<file path="src/rtl/serial_channel_defines.vh">
// Constants for the serial channel register front end
//
// What this block does
// - Channel idle until enable bit 0 set
// - Disabled channel freezes all other registers but the TX FIFO config
// - Disable keeps settings except TX trigger level
// - TX FIFO config reset when disabled or idle-stopped
// - Buffer write queues TX, read returns RX
// - Bit 7 shows received ninth bit, 9-bit mode
// - Bit 6 parity sense: 0 odd, 1 even
// - Bit 5 enables parity add and check
// - Parity only in 7-bit and 8-bit UART
// - Bit 4 overrun flag set on RX overrun
// - Bit 3 flags parity error or under-run
// - Bit 2 flags invalid stop bit
// - Reading control register clears the error flags
// - Edge select 0: out falling, in rising, idle high
// - Edge select 1: out rising, in falling, idle low
// - Clock select 0 baud generator, 1 pin
// - Mode field: sync, 7, 8, 9-bit UART
// - Idle-run bit: 0 stops, 1 runs in idle
`ifndef SERIAL_CHANNEL_DEFINES_VH
`define SERIAL_CHANNEL_DEFINES_VH

// Byte addresses of the registers
`define OFS_ENABLE      8'h00
`define OFS_BUFFER      8'h04
`define OFS_CONTROL     8'h08
`define OFS_MODE0       8'h0C
`define OFS_MODE1       8'h18
`define OFS_TX_FIFO_CFG 8'h24

// Enable register
`define EN_BIT          0

// Control register fields
`define CR_NINTH_BIT    7
`define CR_EVEN_BIT     6
`define CR_PAR_EN_BIT   5
`define CR_OVR_BIT      4
`define CR_PAR_UR_BIT   3
`define CR_FRM_BIT      2
`define CR_EDGE_BIT     1
`define CR_SRC_BIT      0
`define CR_RW_MASK      8'h63

// Mode register 0 transfer mode field and mode codes
`define MODE_HI         3
`define MODE_LO         2
`define MODE_SYNC       2'h0
`define MODE_UART7      2'h1
`define MODE_UART8      2'h2
`define MODE_UART9      2'h3

// Mode register 1 idle-run bit
`define IDLE_RUN_BIT    7

// TX FIFO configuration: trigger level field
`define TFC_TIL_HI      1
`define TFC_TIL_LO      0

// Reset values
`define RST_BYTE        8'h00
`define RST_WORD        32'h0000_0000
`define RST_TFC         8'h00

`endif

</file>
<file path="src/rtl/byte_fifo.v">
// Small byte FIFO with registered read data
`default_nettype none

module byte_fifo #(
  parameter WIDTH = 8,
  parameter DEPTH = 4,
  parameter AW    = 2
) (
  input  wire             i_clk,
  input  wire             i_rst_n,
  input  wire             i_push,
  input  wire [WIDTH-1:0] i_data,
  input  wire             i_pop,
  output reg  [WIDTH-1:0] o_data,
  output reg              o_valid,
  output reg              o_full
);

  reg  [WIDTH-1:0] mem [0:DEPTH-1];
  reg  [AW-1:0]    wr_ptr_reg;
  reg  [AW-1:0]    rd_ptr_reg;
  reg  [AW:0]      count_reg;
  reg  [AW:0]      count_next;
  wire             push_ok;
  wire             pop_ok;

  // Overflowing pushes and empty pops are dropped here
  assign push_ok = i_push & ~o_full;
  assign pop_ok  = i_pop & o_valid;

  // Occupancy after this cycle
  always @*
  begin
    count_next = count_reg;
    if (push_ok && !pop_ok)
      count_next = count_reg + {{AW{1'b0}}, 1'b1};
    else if (pop_ok && !push_ok)
      count_next = count_reg - {{AW{1'b0}}, 1'b1};
  end

  // Storage has no reset; pointers, count, flags and read data do
  always @(posedge i_clk)
  begin
    if (push_ok)
      mem[wr_ptr_reg] <= i_data;
  end

  // Head word lags one cycle behind the pointers
  // Valid waits for the head word, so a taker never sees stale data
  always @(posedge i_clk or negedge i_rst_n)
  begin
    if (!i_rst_n)
    begin
      wr_ptr_reg <= {AW{1'b0}};
      rd_ptr_reg <= {AW{1'b0}};
      count_reg  <= {(AW+1){1'b0}};
      o_data     <= {WIDTH{1'b0}};
      o_valid    <= 1'b0;
      o_full     <= 1'b0;
    end
    else
    begin
      if (push_ok)
        wr_ptr_reg <= (wr_ptr_reg == DEPTH - 1) ? {AW{1'b0}}
                      : wr_ptr_reg + {{(AW-1){1'b0}}, 1'b1};
      if (pop_ok)
        rd_ptr_reg <= (rd_ptr_reg == DEPTH - 1) ? {AW{1'b0}}
                      : rd_ptr_reg + {{(AW-1){1'b0}}, 1'b1};
      count_reg <= count_next;
      o_data    <= mem[rd_ptr_reg];
      o_valid   <= (count_reg != {(AW+1){1'b0}}) & ~pop_ok;
      o_full    <= (count_next == DEPTH);
    end
  end

endmodule

`default_nettype wire

</file>
<file path="src/rtl/error_flag.v">
// Sticky error flag, hardware set beats read clear
`default_nettype none

module error_flag (
  input  wire i_clk,
  input  wire i_rst_n,
  input  wire i_enable,
  input  wire i_set,
  input  wire i_clear,
  output reg  o_flag
);

  // Frozen while the channel is disabled, not while idle-stopped
  always @(posedge i_clk or negedge i_rst_n)
  begin
    if (!i_rst_n)
      o_flag <= 1'b0;
    else if (i_enable)
    begin
      if (i_set)
        o_flag <= 1'b1;
      else if (i_clear)
        o_flag <= 1'b0;
    end
  end

endmodule

`default_nettype wire

</file>
<file path="src/rtl/serial_channel_regs.v">
// APB register front end of one serial channel
//
// The APB slave port and the register offsets were left to the implementer.
`include "serial_channel_defines.vh"
`default_nettype none

module serial_channel_regs #(
  parameter FIFO_DEPTH = 4,
  parameter FIFO_AW    = 2
) (
  input  wire        i_clk,
  input  wire        i_rst_n,
  input  wire        i_psel,
  input  wire        i_penable,
  input  wire        i_pwrite,
  input  wire [7:0]  i_paddr,
  input  wire [31:0] i_pwdata,
  output reg  [31:0] o_prdata,
  output reg         o_pready,
  output reg         o_pslverr,
  input  wire        i_idle_mode,
  input  wire        i_tx_take,
  output wire [7:0]  o_tx_data,
  output wire        o_tx_valid,
  input  wire        i_rx_valid,
  input  wire [7:0]  i_rx_data,
  input  wire        i_rx_ninth,
  input  wire        i_parity_err,
  input  wire        i_underrun,
  input  wire        i_framing_err,
  output reg         o_channel_active,
  output reg  [1:0]  o_mode,
  output reg         o_parity_enable,
  output reg         o_parity_even,
  output reg         o_shift_on_rise,
  output reg         o_sclk_idle_high,
  output reg         o_clk_from_pin,
  output reg  [1:0]  o_tx_trigger_level
);

  reg        enable_reg;
  reg  [7:0] control_reg;
  reg  [7:0] mode0_reg;
  reg  [7:0] mode1_reg;
  reg  [7:0] tfc_reg;
  reg        ninth_reg;
  reg  [31:0] rdata_next;
  reg        slverr_next;
  wire       access;
  wire       done;
  wire       wr_done;
  wire       rd_done;
  wire       sel_enable;
  wire       sel_buffer;
  wire       sel_control;
  wire       sel_mode0;
  wire       sel_mode1;
  wire       sel_tfc;
  wire       mapped;
  wire       active;
  wire       tfc_reinit;
  wire       nine_bit;
  wire       rx_full;
  wire       rx_valid;
  wire [7:0] rx_head;
  wire [2:0] flag_set;
  wire [2:0] flag_q;
  wire       flag_clear;

  // Access phase waits one cycle so FIFO head data has settled
  assign access  = i_psel & i_penable;
  assign done    = access & o_pready;
  assign wr_done = done & i_pwrite & mapped;
  assign rd_done = done & ~i_pwrite & mapped;

  // Address decode; low address bits must be zero
  assign sel_enable  = (i_paddr == `OFS_ENABLE);
  assign sel_buffer  = (i_paddr == `OFS_BUFFER);
  assign sel_control = (i_paddr == `OFS_CONTROL);
  assign sel_mode0   = (i_paddr == `OFS_MODE0);
  assign sel_mode1   = (i_paddr == `OFS_MODE1);
  assign sel_tfc     = (i_paddr == `OFS_TX_FIFO_CFG);
  assign mapped = sel_enable | sel_buffer | sel_control |
                  sel_mode0 | sel_mode1 | sel_tfc;

  // Gate stands in for the clock gate on the queues, error events, ninth bit and TX FIFO config
  assign active = enable_reg &
                  ~(i_idle_mode & ~mode1_reg[`IDLE_RUN_BIT]);
  assign tfc_reinit = ~active;
  assign nine_bit = (mode0_reg[`MODE_HI:`MODE_LO] == `MODE_UART9);

  // Enable bit is never gated so software can restart the channel
  always @(posedge i_clk or negedge i_rst_n)
  begin
    if (!i_rst_n)
      enable_reg <= 1'b0;
    else if (wr_done && sel_enable)
      enable_reg <= i_pwdata[`EN_BIT];
  end

  // Settings survive a disable because updates need enable_reg
  always @(posedge i_clk or negedge i_rst_n)
  begin
    if (!i_rst_n)
    begin
      control_reg <= `RST_BYTE;
      mode0_reg   <= `RST_BYTE;
      mode1_reg   <= `RST_BYTE;
      ninth_reg   <= 1'b0;
    end
    else if (enable_reg)
    begin
      if (wr_done && sel_control)
        control_reg <= i_pwdata[7:0] & `CR_RW_MASK;
      if (wr_done && sel_mode0)
        mode0_reg <= i_pwdata[7:0];
      if (wr_done && sel_mode1)
        mode1_reg <= i_pwdata[7:0];
      if (active && i_rx_valid && nine_bit)
        ninth_reg <= i_rx_ninth;
    end
  end

  // Trigger level is the one setting lost when the channel stops
  always @(posedge i_clk or negedge i_rst_n)
  begin
    if (!i_rst_n)
      tfc_reg <= `RST_TFC;
    else if (tfc_reinit)
      tfc_reg <= `RST_TFC;
    else if (wr_done && sel_tfc)
      tfc_reg <= i_pwdata[7:0];
  end

  // Transmit queue: one byte per buffer write
  byte_fifo #(
    .WIDTH (8),
    .DEPTH (FIFO_DEPTH),
    .AW    (FIFO_AW)
  ) tx_fifo (
    .i_clk   (i_clk),
    .i_rst_n (i_rst_n),
    .i_push  (active & wr_done & sel_buffer),
    .i_data  (i_pwdata[7:0]),
    .i_pop   (active & i_tx_take),
    .o_data  (o_tx_data),
    .o_valid (o_tx_valid),
    .o_full  ()
  );

  // Receive queue: one byte popped per buffer read
  byte_fifo #(
    .WIDTH (8),
    .DEPTH (FIFO_DEPTH),
    .AW    (FIFO_AW)
  ) rx_fifo (
    .i_clk   (i_clk),
    .i_rst_n (i_rst_n),
    .i_push  (active & i_rx_valid),
    .i_data  (i_rx_data),
    .i_pop   (active & rd_done & sel_buffer),
    .o_data  (rx_head),
    .o_valid (rx_valid),
    .o_full  (rx_full)
  );

  // Error events; a byte arriving at a full queue is an overrun
  assign flag_set[0] = active & i_framing_err;
  assign flag_set[1] = active & (i_parity_err | i_underrun);
  assign flag_set[2] = active & i_rx_valid & rx_full;
  assign flag_clear  = rd_done & sel_control;

  // One sticky flag per error bit; only bits that went out on the bus
  // are cleared, so an error landing after the capture is not lost
  genvar gi;
  generate
    for (gi = 0; gi < 3; gi = gi + 1)
    begin : g_flag
      error_flag flag_i (
        .i_clk    (i_clk),
        .i_rst_n  (i_rst_n),
        .i_enable (enable_reg),
        .i_set    (flag_set[gi]),
        .i_clear  (flag_clear & o_prdata[`CR_FRM_BIT + gi]),
        .o_flag   (flag_q[gi])
      );
    end
  endgenerate

  // Read mux; upper bits read zero, unmapped reads zero with error
  always @*
  begin
    rdata_next  = `RST_WORD;
    slverr_next = ~mapped;
    if (sel_enable)
      rdata_next[`EN_BIT] = enable_reg;
    if (sel_buffer)
      rdata_next[7:0] = rx_valid ? rx_head : `RST_BYTE;
    if (sel_control)
    begin
      rdata_next[7:0] = control_reg;
      rdata_next[`CR_NINTH_BIT] = ninth_reg & nine_bit;
      rdata_next[`CR_OVR_BIT]   = flag_q[2];
      rdata_next[`CR_PAR_UR_BIT] = flag_q[1];
      rdata_next[`CR_FRM_BIT]   = flag_q[0];
    end
    if (sel_mode0)
      rdata_next[7:0] = mode0_reg;
    if (sel_mode1)
      rdata_next[7:0] = mode1_reg;
    if (sel_tfc)
      rdata_next[7:0] = tfc_reg;
  end

  // One wait state, then data and ready for exactly one cycle
  always @(posedge i_clk or negedge i_rst_n)
  begin
    if (!i_rst_n)
    begin
      o_pready  <= 1'b0;
      o_prdata  <= `RST_WORD;
      o_pslverr <= 1'b0;
    end
    else if (access && !o_pready)
    begin
      o_pready  <= 1'b1;
      o_prdata  <= i_pwrite ? `RST_WORD : rdata_next;
      o_pslverr <= slverr_next;
    end
    else
    begin
      o_pready  <= 1'b0;
      o_prdata  <= `RST_WORD;
      o_pslverr <= 1'b0;
    end
  end

  // Settings toward the shifters, registered for clean outputs
  always @(posedge i_clk or negedge i_rst_n)
  begin
    if (!i_rst_n)
    begin
      o_channel_active   <= 1'b0;
      o_mode             <= `MODE_SYNC;
      o_parity_enable    <= 1'b0;
      o_parity_even      <= 1'b0;
      o_shift_on_rise    <= 1'b0;
      o_sclk_idle_high   <= 1'b1;
      o_clk_from_pin     <= 1'b0;
      o_tx_trigger_level <= 2'h0;
    end
    else
    begin
      o_channel_active <= active;
      o_mode <= mode0_reg[`MODE_HI:`MODE_LO];
      // Parity never reaches the frame in sync or 9-bit modes
      o_parity_enable <= control_reg[`CR_PAR_EN_BIT] &
                         (mode0_reg[`MODE_HI:`MODE_LO] == `MODE_UART7 |
                          mode0_reg[`MODE_HI:`MODE_LO] == `MODE_UART8);
      o_parity_even   <= control_reg[`CR_EVEN_BIT];
      // Edge select 1: shift on rise, sample on fall, idle low
      o_shift_on_rise  <= control_reg[`CR_EDGE_BIT];
      o_sclk_idle_high <= ~control_reg[`CR_EDGE_BIT];
      o_clk_from_pin   <= control_reg[`CR_SRC_BIT];
      o_tx_trigger_level <= tfc_reg[`TFC_TIL_HI:`TFC_TIL_LO];
    end
  end

endmodule

`default_nettype wire

</file>
<file path="config.mk">
export PLATFORM = sky130hd
export DESIGN_NAME = serial_channel_regs
export DESIGN_NICKNAME = d
export VERILOG_FILES = /design/src/rtl/byte_fifo.v /design/src/rtl/error_flag.v /design/src/rtl/serial_channel_regs.v
export VERILOG_INCLUDE_DIRS = /design/src /design/src/rtl
export SDC_FILE = /design/constraint.sdc
export NUM_CORES = 1
export LEC_CHECK = 0
export BUFFER_PORTS_ARGS = -buffer_cell sky130_fd_sc_hd__buf_2
export CORE_MARGIN = 1
export CORE_UTILIZATION = 60
export DETAILED_ROUTE_END_ITERATION = 7
export PLACE_DENSITY = 0.87
export SYNTH_ARGS = -nofsm -noshare
export SYNTH_HDL_FRONTEND = slang
export SYNTH_HIERARCHICAL = 1
export SYNTH_SLANG_ARGS = --single-unit
</file>
<file path="constraint.sdc">
create_clock -name i_clk -period 3.3 [get_ports i_clk]
set_input_delay 0.165 -clock i_clk [delete_from_list [all_inputs] [get_ports i_clk]]
set_output_delay 0.165 -clock i_clk [all_outputs]
set_load 0.05 [all_outputs]
</file>
After elaboration in Yosys (flattened, before gate mapping)
Memories as Yosys holds them, arrays and structs flattened. A register that Yosys moved wholly into a read port is not among the register bits.
Cells that the tools add are included.
- memories kept: 2
- output and inout bits: 53
- input bits: 60
- RAM bits: 64
- register bits: 95
- logic and storage cells: 163
- bitwise logic cells: 45
- reductions and logical operators: 32
- multiplexer cells: 31
- add/subtract/negate cells: 8
- eq/ne operators: 15
- memories (name ; depth ; width ; rd ports ; clocked after memory_dff ; write ports ; RTL line ; text):
    rx_fifo.mem ; 4 ; 8 ; 1 ; 1 ; 1 ; byte_fifo.v:19 ; reg [WIDTH-1:0] mem [0:DEPTH-1];
    tx_fifo.mem ; 4 ; 8 ; 1 ; 1 ; 1 ; byte_fifo.v:19 ;
- operators with widths (operator ; number):
    8-bit 2-to-1 mux ; 10
    1-bit bitwise AND ; 29
    8-bit by 4-bit == test with 1-bit output, second input constant ; 2
    2-bit AND reduction ; 7
    1-bit 2-to-1 mux ; 13
    2-bit == test, second input constant ; 6
    1-bit logical AND ; 12
    3-bit 2-to-1 mux ; 4
    1-bit NOT ; 9
    2-bit by 1-bit adder with 2-bit output, second input constant ; 4
    8-bit by 3-bit == test with 1-bit output, second input constant ; 1
    8-bit by 5-bit == test with 1-bit output, second input constant ; 1
    8-bit by 6-bit == test with 1-bit output, second input constant ; 1
    8-bit logical NOT ; 1
    2-bit 2-to-1 mux ; 4
    1-bit logical NOT ; 7
    1-bit bitwise OR ; 7
    3-bit by 1-bit adder with 3-bit output, second input constant ; 2
    3-bit == test, second input constant ; 2
    2-bit nonzero test ; 3
    3-bit nonzero test ; 2
    3-bit by 1-bit subtractor with 3-bit output, second input constant ; 2
    2-bit by 1-bit == test with 1-bit output, second input constant ; 1
    2-bit by 1-bit inequality test with 1-bit output, second input constant ; 1

Depth between registers and ports, before layout
- word-level depth: 15
- depth in mapped cells: 9
- gate-level depth less buffers: 8

Hierarchy
The synthesis kept the hierarchy.
- by module, submodules not included (module ; area each (um^2) ; cells each ; seq. area each (um^2) ; times used):
    serial_channel_regs ; 2553.7 ; 242 ; 1252.5 ; 1
    byte_fifo at rx_fifo ; 1946.9 ; 110 ; 1386.3 ; 1
    byte_fifo at tx_fifo ; 1943.1 ; 106 ; 1386.3 ; 1
    error_flag ; 37.5 ; 3 ; 25.0 ; 3

Least setup slack after synthesis
No wires, ideal clock.
- path type: register to register
- start point: register o_pready
- end point: memory tx_fifo.mem[3][0] (enable)
- buffers on the path: 1
- required time: 2.968 ns
- setup slack: 1.111 ns
- cell stages (with the launch flop): 7
- clock period less this slack: 2.189 ns
- data arrival time: 1.858 ns
- setup time: 0.332 ns
- path through: dfrtp_1 -> and3_1 -> nand3_1 -> nor4_1 -> nor2b_4 -> buf_6 -> and2_1
- word-level cells in the longest chain between the ends: 8
- RTL lines (what ; RTL line ; text):
    start, declared ; serial_channel_regs.v:19 ; output reg o_pready,
    start signal, assigned ; serial_channel_regs.v:220 ; o_pready <= 1'b0;
    start signal, assigned ; serial_channel_regs.v:226 ; o_pready <= 1'b1;
    start signal, assigned ; serial_channel_regs.v:232 ; o_pready <= 1'b0;
    1-bit bitwise AND ; serial_channel_regs.v:72 ; assign done = access & o_pready;
    1-bit bitwise AND (2 in series) ; serial_channel_regs.v:73 ; assign wr_done = done & i_pwrite & mapped;
    1-bit bitwise AND (2 in series) ; serial_channel_regs.v:143 ; .i_push (active & wr_done & sel_buffer),
    1-bit bitwise AND ; byte_fifo.v:28 ; assign push_ok = i_push & ~o_full;
    1-bit 2-to-1 mux ; byte_fifo.v:44 ; if (push_ok)
    1-bit 2-to-1 mux (not written as such) ; byte_fifo.v:45 ; mem[wr_ptr_reg] <= i_data;
    end, declared ; byte_fifo.v:19 ;
No other way between the ends.

Worst setup path in the final report
- start point: register enable_reg
- end point: memory tx_fifo.mem[3][5] (enable)
- word-level cells in the longest chain between the ends: 6
- RTL lines (what ; RTL line ; text):
    start, declared ; serial_channel_regs.v:41 ; reg enable_reg;
    start signal, assigned ; serial_channel_regs.v:98 ; enable_reg <= i_pwdata[`EN_BIT];
    1-bit bitwise AND ; serial_channel_regs.v:87 ; assign active = enable_reg &
    1-bit bitwise AND (2 in series) ; serial_channel_regs.v:143 ;
    1-bit bitwise AND ; byte_fifo.v:28 ;
    1-bit 2-to-1 mux ; byte_fifo.v:44 ;
    1-bit 2-to-1 mux (not written as such) ; byte_fifo.v:45 ;
No other way between the ends.

==> run metrics <==
Final Skew=about 0.009 ns; result of the run=finished, final reports clean; # IOs=around 110; max-slew headroom at the worst pin=27.5%; transition time of the tightest slew-check pin=approximately 1.1 ns; gr usage total=between 20% and 30%; minimum clock period=~2.6 ns; synthesized instance count=between 400 and 500; final number of max-transition violations=0; initial core utilization=between 60% and 70%; Placement Rows=37; ratio of final minimum period to clock period=between 70% and 80%; count of flip-flops with a built-in enable after synthesis=64; number of global-route vias before repair=4,222; Leakage=~3.2 nW; clock-pin slew on the worst setup and hold paths=approximately 0.070 ns; routed len/inst=19.0 µm; detailed-route vias per instance=around 5.7; unrepaired setup endpoints after global routing=no; buffers inserted by post-CTS timing repair=0; Die X=roughly 110 µm; most instantiated flip-flop cell in the synthesis netlist=sky130_fd_sc_hd__dfrtp_1; RR Endpoint=tx_fifo/mem[3][5]$_DFFE_PP_; cell accounting for the most synthesized area=sky130_fd_sc_hd__dfrtp_1; Area growth syn-to-layout=16.2%; Power, Total=4.06 mW; number of filler instances in the final layout=~690; initial antenna violation count=0; largest vdd supply drop=roughly 0.56 mV; Total Negative Setup Slacks=0 ns; largest net degree at the start of global routing=88; crit path capture type=flop; Synth warnings=6; placed insts=between 600 and 700; number of DRC markers in iteration 0=about 360; TritonCTS clock tree=yes; detailed-router iteration count before antenna repair=4; TritonCTS buffer count=17; Clock Sink Count=around 150; destination of the critical timing path=tx_fifo/mem[3][5]$_DFFE_PP_; Routed Antenna Nets=0; CTS root buffer=sky130_fd_sc_hd__clkbuf_8; count of endpoints failing hold in the final timing report=0; Core ar.=approximately 0.010 mm²; total congestion overflow=0; nature of the critical path startpoint=flop; sequential fraction of the synthesis area=around 63%; data required time of the worst path=3.48 ns; Detailed Place HPWL=8770 µm; achievable clock frequency=0.392 GHz; signal arrival time at the worst endpoint=2.74 ns; number of remaining DRC errors=0; Final Net Count=631; worst r2r src=enable_reg$_DFFE_PN0P_; proportion of netlist area held by the largest area contributor=between 30 and 40%; setup slack of the most critical reg-to-reg path=0.75 ns; area used by multi-input combinational logic=around 0.0022 mm²; final setup violating endpoints=0; critical path start-end classification=flop to flop; Synth Area per Inst=approximately 14 µm²; number of distinct library cells after synthesis=64; Inserted Diodes=0; non-filler cells in the finished layout=roughly 700; die height=roughly 110 µm; leading post-synthesis cells by cell area=sky130_fd_sc_hd__dfrtp_1 33%, sky130_fd_sc_hd__edfxtp_1 29%, sky130_fd_sc_hd__mux4_2 5.5%; Power per Cell Area=533 mW/mm²; worst hold slack after final layout=between 0.02 and 0.025 ns; global-route wire length before repair=between 20,000 and 25,000 µm; total vias in the final route=slightly above 4,000; final routed wirelength across all metal layers=approximately 13,000 µm; biggest fanout along the worst timing path=12; area used by sequential logic in the layout=just over 0.004 mm²; number of port buffers=64; post-route core utilization=72.8%; Seq cells post-synth=151; fraction of final layout cells sized beyond drive strength 1=between 20% and 30%; share of synthesized registers carrying an async set or reset=57.6%; clock buffer depth=2; start point of the critical path=enable_reg$_DFFE_PN0P_; number of levels in the clock H-tree=4; number of maximum-capacitance constraint violations=0; biggest regs=rx_fifo/mem (32), tx_fifo/mem (32); gp weighted congestion=roughly 0.89; post-synthesis cell area=about 0.0066 mm²; Hold Crit Start=i_framing_err; worst r2r path cells=5; Die Outline Area=approximately 0.011 mm²; Hold WC Path Type=input pin to flop; clock latency at the later pin of the worst-skew pair=~0.54 ns
[stage by stage]
step	setup slack, ns	instance area, µm²
after global routing	0.601	7620
after global placement	0.843	6860
after CTS	0.758	7620
final	0.749	7620
after floorplan	1.11	6640
after detailed placement	0.757	6860
[layout by cell type (no fill, tap or decap), types with 6 or more instances in the layout]
master                          Yosys  routed
sky130_fd_sc_hd__a21oi_1            8       8
sky130_fd_sc_hd__and2_1            16      16
sky130_fd_sc_hd__buf_2              7      63
sky130_fd_sc_hd__clkbuf_16          0      16
sky130_fd_sc_hd__conb_1             1      24
sky130_fd_sc_hd__dfrtp_1           86      86
sky130_fd_sc_hd__dlygate4sd3_1      0      21
sky130_fd_sc_hd__edfxtp_1          64      64
sky130_fd_sc_hd__ha_1              17      17
sky130_fd_sc_hd__inv_1             21      21
sky130_fd_sc_hd__mux2_2            22      22
sky130_fd_sc_hd__mux2i_1            8       8
sky130_fd_sc_hd__mux4_2            16      16
sky130_fd_sc_hd__nand2_1           24      24
sky130_fd_sc_hd__nor2_1            31      31
sky130_fd_sc_hd__nor3_1             7       7
sky130_fd_sc_hd__nor4_1             6       6
sky130_fd_sc_hd__o21ai_0           18      18
sky130_fd_sc_hd__o22ai_1            6       6
[metal layers]
metal  up-vias  track usage [%]  wire length [µm]
li1       1820                -                 -
met1      2055             27.6              4940
met2       118             46.5              7530
met3        29             6.50               612
met4         0             12.1               294
met5         -                0                 0
[final cells by class]
class	count	area share, %
Timing Repair Buffer	87	7.20
Clock buffer	18	5.49
Multi-Input combinational cell	276	28.5
Sequential cell	151	53.8
Inverter	21	1.03
Tap cell	136	2.23
Clock inverter	14	1.68
[worst max-delay path: stages, from the launching register on]
cell and delay (ns):
sky130_fd_sc_hd__dfrtp_1 0.50, sky130_fd_sc_hd__o21ai_0 0.15, sky130_fd_sc_hd__buf_4 0.21, sky130_fd_sc_hd__nor4_1 0.47, sky130_fd_sc_hd__nor2b_4 0.41, sky130_fd_sc_hd__and2_1 0.45
[power by group]
part / switching [mW] / total (mW) / internal [mW]
clock: 0.771 / 1.77 / 1.00
sequential: 0.0231 / 2.00 / 1.98
combinational: 0.190 / 0.277 / 0.0873
total: 0.984 / 4.06 / 3.07
[synth_stat cells, types with 7 or more instances]
library cell and instances:
sky130_fd_sc_hd__a21oi_1 8, sky130_fd_sc_hd__mux2i_1 8, sky130_fd_sc_hd__o21ai_0 18, sky130_fd_sc_hd__nor3_1 7, sky130_fd_sc_hd__buf_2 7, sky130_fd_sc_hd__nand2_1 24
sky130_fd_sc_hd__edfxtp_1 64, sky130_fd_sc_hd__inv_1 21, sky130_fd_sc_hd__buf_4 25, sky130_fd_sc_hd__mux2_2 22, sky130_fd_sc_hd__dfrtp_1 86, sky130_fd_sc_hd__nor2_1 31
sky130_fd_sc_hd__and2_1 16, sky130_fd_sc_hd__ha_1 17, sky130_fd_sc_hd__mux4_2 16
[how the worst min path moves through the flow]
stage                                           to  slack (ns)  cells after the start
6_report       g_flag[0].flag_i/o_flag$_DFFE_PN0P_        0.02                      3
4_1_cts        g_flag[0].flag_i/o_flag$_DFFE_PN0P_        0.02                      3
3_3_place_gp           rx_fifo/mem[0][7]$_DFFE_PP_        0.37                      1
3_5_place_dp           rx_fifo/mem[3][3]$_DFFE_PP_        0.38                      1
2_1_floorplan           control_reg[0]$_DFFE_PN0P_       -0.13                      0
5_1_grt        g_flag[0].flag_i/o_flag$_DFFE_PN0P_        0.04                      3
[what timing repair did]
action,in CTS,in global routing
gates resized for setup,0,0
hold buffers,21,0
endpoints found under the hold margin,171,0
[cell families (layout without fill, tap and decap cells)]
kind of cell    after synthesis  after routing  synth area share, %
flops                       151            151                 62.5
simple gates                122            122                 10.6
buf+inv                      63            140                 5.63
compound gates               59             59                 6.05
mux                          48             48                 11.0
fa+ha+maj                    17             17                 3.24
xor+xnor                      6              6                0.916
other cells                   1             24               0.0572
Note: power is estimated with default switching activity, not from simulation.
